--- src/logic/hold_arb_pkg.sv ---
// Purpose: constants and carriers for the bus hold arbiter and refresh logic
// Assumes: one 50 MHz system clock, active-high asynchronous reset
// Notes: the half-rate clock is an enable pulse, not a second clock
//
// What this block does
// - two hold sources: cascade DMA, timer rise
// - DMA sampled rising, timer falling half-clock phase
// - first captured wins; other waits for completion
// - chain to other source keeping cpu hold request
// - drop hold request only when the other source is not requesting
// - cpu ack then acknowledge DMA controller
// - DMA done: refresh if pending else release
// - refresh wins: request, await ack, strobe low
// - strobe low four edges then release, drop request
// - DMA pending at fourth edge gets acknowledged
// - channel ready low before third edge stretches strobe
// - refresh strobe open drain, external low starts refresh
// - upper address driven only with ack and no master
// - active strobe selects refresh page entry
// - write strobe input re-enables arbiter after int-ack
// - reset clears arbiter state
// - half rate enable from dividing clock by two
// - timer channel one gate always enabled
// - refresh cycle drives refresh page value
package hold_arb_pkg;

   // ***************************************************
   // counts and widths
   // ***************************************************
   localparam int unsigned REFRESH_EDGES = 4;
   localparam int unsigned STRETCH_CHECK_EDGE = 2; // ready sampled before third edge
   localparam int unsigned UPPER_ADDR_W = 7;
   localparam int unsigned PAGE_ENTRIES = 16;
   localparam logic [3:0] REFRESH_PAGE_INDEX = 4'hf;
   localparam logic [2:0] CNT_RESET = 3'h0;

   // ***************************************************
   // states and carriers
   // ***************************************************
   typedef enum logic [2:0] {
      ST_IDLE,
      ST_WAIT_ACK,
      ST_DMA_GRANT,
      ST_REFRESH,
      ST_STRETCH
   } arb_state_e;

   typedef enum logic [1:0] {
      OWNER_NONE,
      OWNER_DMA,
      OWNER_REFRESH
   } owner_e;

   // open-drain pin as three signals
   typedef struct packed {
      logic in_level;
      logic out_level;
      logic out_en;
   } od_pin_s;

   // page mapper write port
   typedef struct packed {
      logic we;
      logic [3:0] index;
      logic [UPPER_ADDR_W-1:0] data;
   } page_wr_s;

endpackage

--- src/logic/level_sync.sv ---
// Purpose: two-flop synchroniser for one level
// Assumes: single system clock
// Notes: first stage is read only by the second stage
`timescale 1ns/1ps
module level_sync #(
   parameter logic RESET_VALUE = 1'b0
) (
   input wire logic i_sys_clk,
   input wire logic i_rst,
   input wire logic i_level,
   output logic o_level
);
   typedef struct packed {
      logic stage1;
      logic stage2;
   } sync_s;

   sync_s state;
   sync_s next_state;

   // shift the level through two flops
   always_comb begin
      next_state.stage1 = i_level;
      next_state.stage2 = state.stage1;
   end

   // asynchronous reset to a constant only
   always_ff @(posedge i_sys_clk or posedge i_rst) begin
      if (i_rst) begin
         state <= {RESET_VALUE, RESET_VALUE};
      end else begin
         state <= next_state;
      end
   end

   assign o_level = state.stage2;
endmodule

--- src/logic/hold_arbiter_refresh.sv ---
// Purpose: arbitrate cascade DMA and refresh hold requests toward the CPU
// Assumes: all inputs synchronous to i_sys_clk except the refresh pin input
// Notes: the far side keeps hold ack up until the hold request drops
`timescale 1ns/1ps
module hold_arbiter_refresh #(
   parameter int unsigned ADDR_W = hold_arb_pkg::UPPER_ADDR_W
) (
   input wire logic i_sys_clk,
   input wire logic i_rst,
   input wire logic i_dma_hold_request,
   input wire logic i_timer1_out,
   input wire logic i_cpu_hold_ack,
   input wire logic i_channel_ready,
   input wire logic i_external_master_n,
   input wire logic i_refresh_pin_in,
   input wire logic i_mem_write_strobe_in_n,
   input wire logic i_int_ack_active,
   input wire logic i_dma_cycle_active,
   input wire logic i_dma_mem_write_n,
   input wire logic [3:0] i_dma_page_index,
   input wire hold_arb_pkg::page_wr_s i_page_wr,
   output logic o_timer1_gate,
   output logic o_half_rate_enable,
   output logic o_cpu_hold_request,
   output logic o_dma_hold_ack,
   output logic o_refresh_pin_low,
   output logic o_refresh_pin_oe,
   output logic o_mem_write_strobe_out_n,
   output logic o_mem_write_strobe_oe,
   output logic [ADDR_W-1:0] o_upper_address_bits,
   output logic o_upper_address_oe
);

   // ***************************************************
   // state record
   // ***************************************************
   typedef struct packed {
      hold_arb_pkg::arb_state_e fsm;
      hold_arb_pkg::owner_e owner;
      logic half_phase;
      logic dma_seen;
      logic refresh_pending;
      logic timer_prev;
      logic ext_prev;
      logic [2:0] edge_cnt;
      logic strobe_drive;
      logic dma_ack;
      logic hold_req;
      logic int_ack_lock;
      logic [ADDR_W-1:0] upper_addr;
   } arb_s;

   arb_s state;
   arb_s next_state;
   logic ext_low_sync;
   logic [ADDR_W-1:0] page_mem [hold_arb_pkg::PAGE_ENTRIES];
   logic timer_rise;
   logic ext_fall;
   logic dma_req_live;
   logic dma_sample_en;
   logic refresh_sample_en;

   // ***************************************************
   // input conditioning
   // ***************************************************

   // pin low seen from outside, only when we are not driving it
   level_sync #(
      .RESET_VALUE(1'b0)
   ) u_ext_refresh_sync (
      .i_sys_clk(i_sys_clk),
      .i_rst(i_rst),
      .i_level(~i_refresh_pin_in & ~state.strobe_drive),
      .o_level(ext_low_sync)
   );

   // counter one runs continuously, gate tied high
   assign o_timer1_gate = 1'b1;

   // half rate enable: rising phase on one cycle, falling on the next
   assign o_half_rate_enable = ~state.half_phase;
   assign dma_sample_en = ~state.half_phase;
   assign refresh_sample_en = state.half_phase;

   assign timer_rise = i_timer1_out & ~state.timer_prev;
   assign ext_fall = ext_low_sync & ~state.ext_prev;
   assign dma_req_live = i_dma_hold_request & ~state.int_ack_lock;

   // ***************************************************
   // page mapper store
   // ***************************************************

   // page entries written by the mapper port; not reset, software loads them
   always_ff @(posedge i_sys_clk) begin
      if (i_page_wr.we) begin
         page_mem[i_page_wr.index] <= i_page_wr.data;
      end
   end

   // ***************************************************
   // arbiter next state
   // ***************************************************
   always_comb begin
      next_state = state;
      next_state.half_phase = ~state.half_phase;
      next_state.timer_prev = i_timer1_out;
      next_state.ext_prev = ext_low_sync;

      // interrupt acknowledge locks arbiter until write strobe input pulses
      if (i_int_ack_active) begin
         next_state.int_ack_lock = 1'b1;
      end else if (!i_dma_cycle_active && !i_mem_write_strobe_in_n) begin
         next_state.int_ack_lock = 1'b0;
      end

      // set wins over clear: a rise during a refresh queues the next one
      if (timer_rise || ext_fall) begin
         next_state.refresh_pending = 1'b1;
      end

      // phase sampling of the DMA request
      if (dma_sample_en) begin
         next_state.dma_seen = dma_req_live;
      end

      case (state.fsm)
         hold_arb_pkg::ST_IDLE: begin
            // first captured wins; the other simply stays latched
            if (dma_sample_en && dma_req_live) begin
               next_state.owner = hold_arb_pkg::OWNER_DMA;
               next_state.hold_req = 1'b1;
               next_state.fsm = hold_arb_pkg::ST_WAIT_ACK;
            end else if (refresh_sample_en && state.refresh_pending
                  && !state.int_ack_lock) begin
               next_state.owner = hold_arb_pkg::OWNER_REFRESH;
               next_state.hold_req = 1'b1;
               next_state.fsm = hold_arb_pkg::ST_WAIT_ACK;
            end
         end
         hold_arb_pkg::ST_WAIT_ACK: begin
            if (i_cpu_hold_ack) begin
               if (state.owner == hold_arb_pkg::OWNER_DMA) begin
                  next_state.dma_ack = 1'b1;
                  next_state.fsm = hold_arb_pkg::ST_DMA_GRANT;
               end else begin
                  next_state.strobe_drive = 1'b1;
                  next_state.refresh_pending = timer_rise | ext_fall;
                  next_state.edge_cnt = hold_arb_pkg::CNT_RESET;
                  next_state.fsm = hold_arb_pkg::ST_REFRESH;
               end
            end
         end
         hold_arb_pkg::ST_DMA_GRANT: begin
            if (!i_dma_hold_request) begin
               next_state.dma_ack = 1'b0;
               if (state.refresh_pending) begin
                  next_state.owner = hold_arb_pkg::OWNER_REFRESH;
                  next_state.strobe_drive = 1'b1;
                  next_state.refresh_pending = timer_rise | ext_fall;
                  next_state.edge_cnt = hold_arb_pkg::CNT_RESET;
                  next_state.fsm = hold_arb_pkg::ST_REFRESH;
               end else begin
                  next_state.hold_req = 1'b0;
                  next_state.owner = hold_arb_pkg::OWNER_NONE;
                  next_state.fsm = hold_arb_pkg::ST_IDLE;
               end
            end
         end
         hold_arb_pkg::ST_REFRESH: begin
            next_state.edge_cnt = state.edge_cnt + 3'h1;
            // not-ready before the third edge holds the strobe low
            if (state.edge_cnt == 3'(hold_arb_pkg::STRETCH_CHECK_EDGE)
                  && !i_channel_ready) begin
               next_state.fsm = hold_arb_pkg::ST_STRETCH;
            end else if (state.edge_cnt == 3'(hold_arb_pkg::REFRESH_EDGES - 1)) begin
               next_state.strobe_drive = 1'b0;
               if (i_dma_hold_request && !state.int_ack_lock) begin
                  next_state.owner = hold_arb_pkg::OWNER_DMA;
                  next_state.dma_ack = 1'b1;
                  next_state.fsm = hold_arb_pkg::ST_DMA_GRANT;
               end else begin
                  next_state.hold_req = 1'b0;
                  next_state.owner = hold_arb_pkg::OWNER_NONE;
                  next_state.fsm = hold_arb_pkg::ST_IDLE;
               end
            end
         end
         hold_arb_pkg::ST_STRETCH: begin
            // resume the count at the fourth edge once ready returns
            if (i_channel_ready) begin
               next_state.edge_cnt = 3'(hold_arb_pkg::REFRESH_EDGES - 1);
               next_state.fsm = hold_arb_pkg::ST_REFRESH;
            end
         end
         default: begin
            next_state.fsm = hold_arb_pkg::ST_IDLE;
         end
      endcase

      // refresh entry chosen from the next strobe, so the first low cycle is covered
      if (next_state.strobe_drive || ext_low_sync) begin
         next_state.upper_addr = page_mem[hold_arb_pkg::REFRESH_PAGE_INDEX];
      end else begin
         next_state.upper_addr = page_mem[i_dma_page_index];
      end
   end

   // ***************************************************
   // state register
   // ***************************************************

   // reset clears every arbiter flag
   always_ff @(posedge i_sys_clk or posedge i_rst) begin
      if (i_rst) begin
         state <= '0;
      end else begin
         state <= next_state;
      end
   end

   // ***************************************************
   // outputs
   // ***************************************************
   assign o_cpu_hold_request = state.hold_req;
   assign o_dma_hold_ack = state.dma_ack;

   // open drain: level always low, enable while pulling
   assign o_refresh_pin_low = 1'b0;
   assign o_refresh_pin_oe = state.strobe_drive;

   // write strobe driven only during DMA cycles, otherwise an input
   assign o_mem_write_strobe_out_n = i_dma_mem_write_n;
   assign o_mem_write_strobe_oe = i_dma_cycle_active;

   // upper bits float whenever the cpu owns the bus or a master is present
   assign o_upper_address_bits = state.upper_addr;
   assign o_upper_address_oe = i_cpu_hold_ack & i_external_master_n;

endmodule

--- config.mk ---
export PLATFORM = sky130hd
export DESIGN_NAME = hold_arbiter_refresh
export DESIGN_NICKNAME = d
export VERILOG_FILES = /design/src/logic/hold_arb_pkg.sv /design/src/logic/level_sync.sv /design/src/logic/hold_arbiter_refresh.sv
export SDC_FILE = /design/constraint.sdc
export NUM_CORES = 1
export LEC_CHECK = 0
export ABC_AREA = 1
export BUFFER_PORTS_ARGS = -buffer_cell sky130_fd_sc_hd__buf_4
export CORE_MARGIN = 5
export CORE_UTILIZATION = 40
export CTS_CLUSTER_SIZE = 40
export DETAILED_ROUTE_END_ITERATION = 10
export RECOVER_POWER = 100
export SLEW_MARGIN = 20
export SYNTH_ARGS = -nofsm -noshare
export SYNTH_HDL_FRONTEND = slang
export SYNTH_SLANG_ARGS = --single-unit
--- constraint.sdc ---
create_clock -name i_sys_clk -period 4.6 [get_ports i_sys_clk]
set_input_delay 0.46 -clock i_sys_clk [delete_from_list [all_inputs] [get_ports i_sys_clk]]
set_output_delay 0.46 -clock i_sys_clk [all_outputs]
set_load 0.01 [all_outputs]
# ---- Word-level counts from Yosys, hierarchy flattened
# Memory sizes are Yosys's and may differ from the RTL's.
# Index checks and enable logic that the tools add are counted.
# W data, S select, Z words.
dict set report classes {
  eq_ne 20
  mux 39
  reduce_logical 22
  n_bitwise 12
  addsub 1
}
# operator n
set ops {}
lappend ops {{$mux W5} 5}
lappend ops {{$ne A2 B2 Y1 const B} 11}
lappend ops {{$mux W1} 16}
lappend ops {{$mux W4} 4}
lappend ops {{$mux W3} 5}
lappend ops {{$pmux W3 S5} 1}
lappend ops {{$reduce_and A7 Y1} 2}
lappend ops {{$eq A3 B2 Y1 const B} 4}
lappend ops {{$pmux W2 S3} 2}
lappend ops {{$pmux W3 S4} 1}
lappend ops {{$reduce_and A5 Y1} 2}
lappend ops {{$mux W7} 1}
lappend ops {{$logic_and A1 B1 Y1} 6}
lappend ops {{$mux W6} 1}
lappend ops {{$ne A3 B3 Y1 const B} 2}
lappend ops {{$not A1 Y1} 6}
lappend ops {{$reduce_and A6 Y1} 1}
lappend ops {{$reduce_bool A3 Y1} 2}
lappend ops {{$and A1 B1 Y1} 5}
lappend ops {{$logic_not A1 Y1} 4}
lappend ops {{$reduce_bool A4 Y1} 1}
lappend ops {{$add A3 B1 Y3 const B} 1}
lappend ops {{$eq A3 B1 Y1 const B} 1}
lappend ops {{$eq A3 B3 Y1 const B} 1}
lappend ops {{8 further kinds} 9}
dict set report totals {
  regBits 25
  ram_bits 112
  out_inout_bits 16
  mem_count 1
  elab_cells 109
  inputBits 28
}
# memory depth word_bits read_ports rd_clocked_by_memory_dff write_ports line
set memory_table {}
lappend memory_table {page_mem 16 7 2 0 1 hold_arbiter_refresh.sv:56} ;# logic [ADDR_W-1:0] page_mem [hold_arb_pkg::PAGE_ENTRIES];

# ---- Depth between registers and ports, before layout
# Gate-level depths: netlist of the first run.
dict set report logic_depth {
  word_depth 8
  mapped_depth 11
  ltp_nobuf 11
}

# ---- Cells and area by module
# A second synthesis of the first run with hierarchy kept.
dict set report hier_totals {
  hier_cells 655
  area_unflattened_um2 6358.6
}
# mod area_per_inst_um2 cells_per_inst seq_area_each_um2 n_inst
set by_module_without_submodules {}
lappend by_module_without_submodules {hold_arbiter_refresh 6304.8 652 3938.8 1}
lappend by_module_without_submodules {level_sync 53.8 3 50.0 1}

# ---- Least setup slack after synthesis of the first run
# No wires, ideal clock.
dict set report synth_timing {
  path_kind {input to register}
  startpoint {input i_page_wr[11] (netlist name)}
  endpoint {memory page_mem[10][0] (netlist name), enable pin}
  setup_time_ps 380
  arrival_time_ps 1216
  slack_ps 3004
  path_stages 2
  required_ps 4220
  n_path_buf 0
  cell_sequence {clkinv_1 nor3_1}
}
dict set report synth_via {
  elab_chain_len 2
}
# element line
set synth_rtl {}
lappend synth_rtl {{start, declared} hold_arbiter_refresh.sv:21} ;# input wire hold_arb_pkg::page_wr_s i_page_wr,
lappend synth_rtl {{$mux W1} hold_arbiter_refresh.sv:95} ;# if (i_page_wr.we) begin
lappend synth_rtl {{$mux W1 (implied by the code)} hold_arbiter_refresh.sv:96} ;# page_mem[i_page_wr.index] <= i_page_wr.data;
lappend synth_rtl {{end, declared} hold_arbiter_refresh.sv:56}
# Every way passes these cells.

==> results of run 1 <==
flip-flops by register name, summed over array words and instances (netlist names):
signal                         flops
u_ext_refresh_sync.next_state      1
o_refresh_pin_oe                   1
o_dma_hold_ack                     1
page_mem                         112
state                             12
u_ext_refresh_sync.o_level         1
o_upper_address_bits               7
o_cpu_hold_request                 1
refresh_sample_en                  1
worst max path at each step:
stage                                          to                start  cells after the start  slack (ps)
after floorplan                   page_mem[10][0]        i_page_wr[11]                      2        3000
after global placement    o_upper_address_bits[6]  i_dma_page_index[0]                      9        2150
after detailed placement  o_upper_address_bits[6]  i_dma_page_index[0]                      9        2110
after CTS                 o_upper_address_bits[5]  i_dma_page_index[0]                      9        2560
after global routing      o_upper_address_bits[6]  i_dma_page_index[0]                      9        1860
final                     o_upper_address_bits[6]  i_dma_page_index[0]                      9        2100
cell families after synthesis:
group,count (synthesis),share of synthesized area
adders and majority gates,3,0.00593
buffers and inverters,129,0.0891
DFF,137,0.630
AOI/OAI and AO/OA,18,0.0162
other,2,0.00119
and+or+nand+nor,370,0.258
layer usage:
| layer | share of wire | wire length, um |
|---|---|---|
| met5 | 0 | 0 |
| met4 | 0.014 | 204 |
| met1 | 0.46 | 6670 |
| met3 | 0.059 | 859 |
| met2 | 0.47 | 6790 |
worst max-delay path, cell delays in order:
cell and delay [ps]:
sky130_fd_sc_hd__buf_4 480, sky130_fd_sc_hd__inv_1 840, sky130_fd_sc_hd__or2_2 570, sky130_fd_sc_hd__nand2_1 70
sky130_fd_sc_hd__nand3_1 60, sky130_fd_sc_hd__nand3_1 110, sky130_fd_sc_hd__nand2_1 50, sky130_fd_sc_hd__nand3_1 60
sky130_fd_sc_hd__nand2_1 70
where the power goes:
group | switching (mW) | total (mW) | internal, mW
clock | 0.532 | 1.39 | 0.858
combinational | 0.448 | 0.650 | 0.203
sequential | 0.0612 | 1.51 | 1.45
total | 1.04 | 3.55 | 2.51
area by class of cell:
class	count	area [um^2]
Fill cell	1472	8530
Clock inverter	13	168
Timing Repair Buffer	39	206
Tap cell	216	270
Clock buffer	19	433
Sequential cell	137	3990
Multi-Input combinational cell	393	1750
Inverter	97	364
layout by cell type, fill, tap and decap left out, types with 3 or more instances in the layout:
master / n
sky130_fd_sc_hd__dfrtp_1: 25
sky130_fd_sc_hd__nor2_1: 47
sky130_fd_sc_hd__or2_0: 5
sky130_fd_sc_hd__inv_2: 3
sky130_fd_sc_hd__ha_1: 3
sky130_fd_sc_hd__clkinv_1: 4
sky130_fd_sc_hd__or2_1: 3
sky130_fd_sc_hd__or2_2: 7
sky130_fd_sc_hd__nand3_1: 93
sky130_fd_sc_hd__o21ai_0: 8
sky130_fd_sc_hd__bufinv_16: 3
sky130_fd_sc_hd__a21oi_1: 3
sky130_fd_sc_hd__inv_1: 91
sky130_fd_sc_hd__nand4_1: 4
sky130_fd_sc_hd__clkinv_4: 3
sky130_fd_sc_hd__nand2_1: 191
sky130_fd_sc_hd__edfxtp_1: 112
sky130_fd_sc_hd__inv_6: 4
sky130_fd_sc_hd__clkbuf_16: 17
sky130_fd_sc_hd__clkbuf_1: 25
sky130_fd_sc_hd__buf_4: 14
sky130_fd_sc_hd__nor3_1: 12
per-stage QoR:
step | hold slack [ps] | utilization | cells
2_1_floorplan | 331 | - | 659
3_3_place_gp | 336 | 0.426 | 882
3_5_place_dp | 336 | 0.427 | 882
4_1_cts | 136 | 0.465 | 914
5_1_grt | 164 | 0.457 | 914
6_report | 121 | 0.457 | 914
==> results.md, run 1 <==
* Die Y-Extent at 136 um
* CP Max Fanout at 60
* Endpoint of the most critical register-to-register path: o_upper_address_bits[5]
* Cell area power density at 494 nW/um^2
* Number of nets in the finished design at 716
* Root buffer cell: sky130_fd_sc_hd__clkbuf_16
* Hold violation count in the final report at 0
* First drt pass iteration count at 5
* Initial cell density of the core at 0.403
* Synth cell count leaders: 188 x sky130_fd_sc_hd__nand2_1, 112 x sky130_fd_sc_hd__edfxtp_1, 93 x sky130_fd_sc_hd__nand3_1
* Static leakage at 3.11 nW
* Final design instance area without fill at 7180 um^2
* Setup violation total in the final timing report at 0
* Primary FF master, synth: sky130_fd_sc_hd__edfxtp_1
* Met2 routing resource usage after global routing at 0.270
* Synth top area cells: sky130_fd_sc_hd__edfxtp_1 53%, sky130_fd_sc_hd__nand2_1 11%, sky130_fd_sc_hd__dfrtp_1 9.9%, sky130_fd_sc_hd__nand3_1 7.4%, sky130_fd_sc_hd__inv_1 5.3%
* GPL Wtd Cong at 0.887
* Synth-to-Final Area Change at 13.5%
* Worst path arrival time at 2810 ps
* Cell taking the most area after synthesis: sky130_fd_sc_hd__edfxtp_1
* Share of the synthesized area in the top cell type at 0.531
* Worst slack after detailed placement at 2110 ps
* Number of warning messages in the yosys log at 0
* Area of the die at 18400 um^2
* Violated checks: capacitance limit, slew limit
* Number of maximum-capacitance violations at 1
* Number of global-route vias before repair at 4306
* Count of unresolved DRC violations after routing at 0
* Detailed-route wire length at 14500 um
* Met1 layer usage reported by global route at 0.220
* Clock tree from TritonCTS: done
* HPWL Detailed at 9480 um
* Busiest metal layer after global routing: met2
* Global-route wire length before repair at 23000 um
* Normalized max-slew margin at -0.0328
* Wirelength per Cell at 15.9 um
* Post-Place Cell Area at 6710 um^2
* Core area at 15700 um^2
* Type of element capturing the critical path: register
* Synthesis-stage register bit count at 137
* Routed Antenna Nets at 0
* Global router's overall resource usage at 0.166
* Post-CTS setup repair buffer count at 0
* Horizontal extent of the die at 136 um
* Clock Pin Slew Worst Setup and Hold Paths at 60 ps
* Boundary pin count at 44
* Count of cells along the worst register-to-register path at 10
* Count of mapped cells out of synthesis at 659
* Via count at 4349
* Setup repair after global routing missed its margin: false
* Top-count cell post-synth: sky130_fd_sc_hd__nand2_1
* Post_cts resized at 0
* Total gr overflow at 0
* PnR worst setup slack at 2100 ps
* Max Buffers Root-to-Sink at 2
* Post-synth ARST share at 0.182
* Worst-case clock skew at 7.60 ps
* Library cells used by synthesis at 32
* Hold/Removal Path Class: input port to async pin
* Sequential-to-total area share from yosys stat at 0.630
* Number of clock buffers inserted by TritonCTS at 17
* Worst reg-to-reg setup slack at 2760 ps
* Avg Vias per Cell at 4.76
* Critical setup path kind: input port to register
* Setup TNS after final layout at 0 ps
* Category of the worst setup path launch point: input port
* Violation count after the first detailed-route iteration at 354
* Max-slew violations at 54
* Number of clock sinks at 137
* Port bufs at 39
* Status: complete, but fails checks
* Number of standard-cell rows in the floorplan at 46
* Maximum frequency from static timing analysis at 400 MHz
* H-tree Lvls at 4
* Required time reported for the critical path endpoint at 4910 ps
* Pin count of the biggest net entering global routing at 61
* Number of flops mapped to enable cells by yosys at 112
* Largest voltage drop on the vdd net at 0.312 mV
* Cell area after synthesis at 6330 um^2
* Antenna violations before repair at 0
* Final critical-path required period at 2500 ps
* Hold-fix buffers, CTS at 0
* Worst flop-to-flop path startpoint: state[11]
* Worst-skew pair later-pin latency at 430 ps
* Avg Synthesized Cell Area at 9.61 um^2
* Antenna diode count at 0
* Proportion of layout cells with a drive suffix above 1 at 0.0903
* Syn nets at 690
* GR Layer Usage met3 at 0.0440
* Post-route clock period utilization at 0.544
* Total power at 3.55 mW
* Slew at the pin closest to its max-slew limit at 1550 ps
(Power assumes the default switching activity.)
==> run 2, diff against run 1 <==
==> constraint.sdc (replaced) <==
create_clock -name i_sys_clk -period 2.28 [get_ports i_sys_clk]
set_input_delay 0.228 -clock i_sys_clk [delete_from_list [all_inputs] [get_ports i_sys_clk]]
set_output_delay 0.228 -clock i_sys_clk [all_outputs]
set_load 0.01 [all_outputs]
==> results.md, run 2 (synthesized netlist as in run 1, its figures left out) <==
* Status: finished clean
* Global router's overall resource usage at 0.163
* Clock Pin Slew Worst Setup and Hold Paths at 60 ps
* Wirelength per Cell at 15.5 um
* Number of standard-cell rows in the floorplan at 46
* Final design instance area without fill at 7230 um^2
* Detailed-route wire length at 14400 um
* Area of the die at 18400 um^2
* Worst-case clock skew at 8.26 ps
* Number of clock buffers inserted by TritonCTS at 17
* Number of maximum-capacitance violations at 0
* Global-route wire length before repair at 22800 um
* Initial cell density of the core at 0.403
* Violation count after the first detailed-route iteration at 344
* Final Util at 0.460
* Boundary pin count at 44
* Normalized max-slew margin at 0.0877
* Final critical-path required period at 1790 ps
* H-tree Lvls at 4
* Worst flop-to-flop path startpoint: state[11]
* Setup repair after global routing missed its margin: false
* Antenna violations before repair at 0
* Total gr overflow at 0
* Pin count of the biggest net entering global routing at 60
* Type of element capturing the critical path: register
* Worst path arrival time at 2090 ps
* Required time reported for the critical path endpoint at 2580 ps
* Max Buffers Root-to-Sink at 2
* Largest register by flop count: page_mem
* Via count at 4442
* Hold slack final at 9.67 ps
* Number of clock sinks at 137
* First drt pass iteration count at 5
* Slew at the pin closest to its max-slew limit at 1370 ps
* Core area at 15700 um^2
* Category of the worst setup path launch point: register
* Hold/Removal Path Class: input port to register
* Post_cts resized at 0
* Largest voltage drop on the vdd net at 0.556 mV
* Synth-to-Final Area Change at 14.1%
* Avg Vias per Cell at 4.78
* Proportion of layout cells with a drive suffix above 1 at 0.0940
* Maximum frequency from static timing analysis at 559 MHz
* Crit path from: state[11]
* Clock tree from TritonCTS: done
* Horizontal extent of the die at 136 um
* Root buffer cell: sky130_fd_sc_hd__clkbuf_16
* Setup violation total in the final timing report at 0
* Max-slew violations at 0
* Setup TNS after final layout at 0 ps
* GPL Wtd Cong at 0.899
* Die Y-Extent at 136 um
* HPWL Detailed at 9840 um
* Routed Antenna Nets at 0
* Commonest non-fill, non-tap cell in the layout: sky130_fd_sc_hd__nand2_1
* Startpoint of the worst hold path: i_int_ack_active
* Antenna diode count at 0
* Post-route clock period utilization at 0.785
* Count of unresolved DRC violations after routing at 0
* Most used cells in the layout excluding fill and tap cells: 189 x sky130_fd_sc_hd__nand2_1, 112 x sky130_fd_sc_hd__edfxtp_1, 94 x sky130_fd_sc_hd__nand3_1
* Port bufs at 39
* Cell area power density at 954 nW/um^2
* Post-Place Cell Area at 6810 um^2
* Number of nets in the finished design at 732
* Hold violation count in the final report at 0
* Static leakage at 3.12 nW
* CP Max Fanout at 7
* Worst-skew pair later-pin latency at 420 ps
* Max FFs per register at 112
* Number of global-route vias before repair at 4297
* Critical setup path kind: register to register
==> run 2: final timing paths <==
kind | slack [ps] | to | cells past startpoint
worst max-delay path | 490 | o_upper_address_bits[4] | 10
worst min-delay path | 10 | state[7] | 2
worst max register to register | 490 | o_upper_address_bits[4] | 10
worst min register to register | 350 | u_ext_refresh_sync.o_level | 0
max in group asynchronous | 650 | o_upper_address_bits[6] | 4
min in group asynchronous | 820 | o_dma_hold_ack | 4
==> run 2: through the flow <==
stage | power, mW | setup WS (ps) | instances
after floorplan | 4.12 | 803 | 659
after global placement | 4.53 | 590 | 895
after detailed placement | 4.56 | 585 | 895
after CTS | 7.07 | 551 | 929
after global routing | 7.27 | 248 | 929
final | 6.89 | 490 | 929
==> run 2: where the power goes <==
| group | total, mW | internal [mW] | switching, mW |
|---|---|---|---|
| sequential | 3.05 | 2.92 | 0.136 |
| clock | 2.50 | 1.49 | 1.01 |
| combinational | 1.34 | 0.420 | 0.920 |
==> run 2: final cells by class <==
type,count,area (um^2)
Clock buffer,19,433
Sequential cell,137,3990
Fill cell,1487,8490
Inverter,97,364
Clock inverter,12,103
Tap cell,216,270
Multi-Input combinational cell,393,1750
Timing Repair Buffer,55,313
==> run 2: per-layer routing <==
layer,routed length (um),vias to the layer above,global-route usage
met1,6760,2072,0.225
li1,-,2205,-
met2,6590,140,0.253
met5,0,-,0
met4,287,0,0.0538
met3,777,25,0.0411
==> run 2: repair_timing <==
action | CTS | global route
hold buffers | 3 | 0
setup buffers | 0 | 0
endpoints found under the hold margin | 27 | 0
==> run 2: critical path: stages, from the launching register on <==
cell and delay (ps):
sky130_fd_sc_hd__dfrtp_1 400, sky130_fd_sc_hd__inv_1 60, sky130_fd_sc_hd__ha_1 200, sky130_fd_sc_hd__nand2_1 230
sky130_fd_sc_hd__nand2_1 80, sky130_fd_sc_hd__nand3_1 100, sky130_fd_sc_hd__nand2_1 60, sky130_fd_sc_hd__nor2_1 90
sky130_fd_sc_hd__nand3_1 230, sky130_fd_sc_hd__nand2_1 160, sky130_fd_sc_hd__nand2_1 60
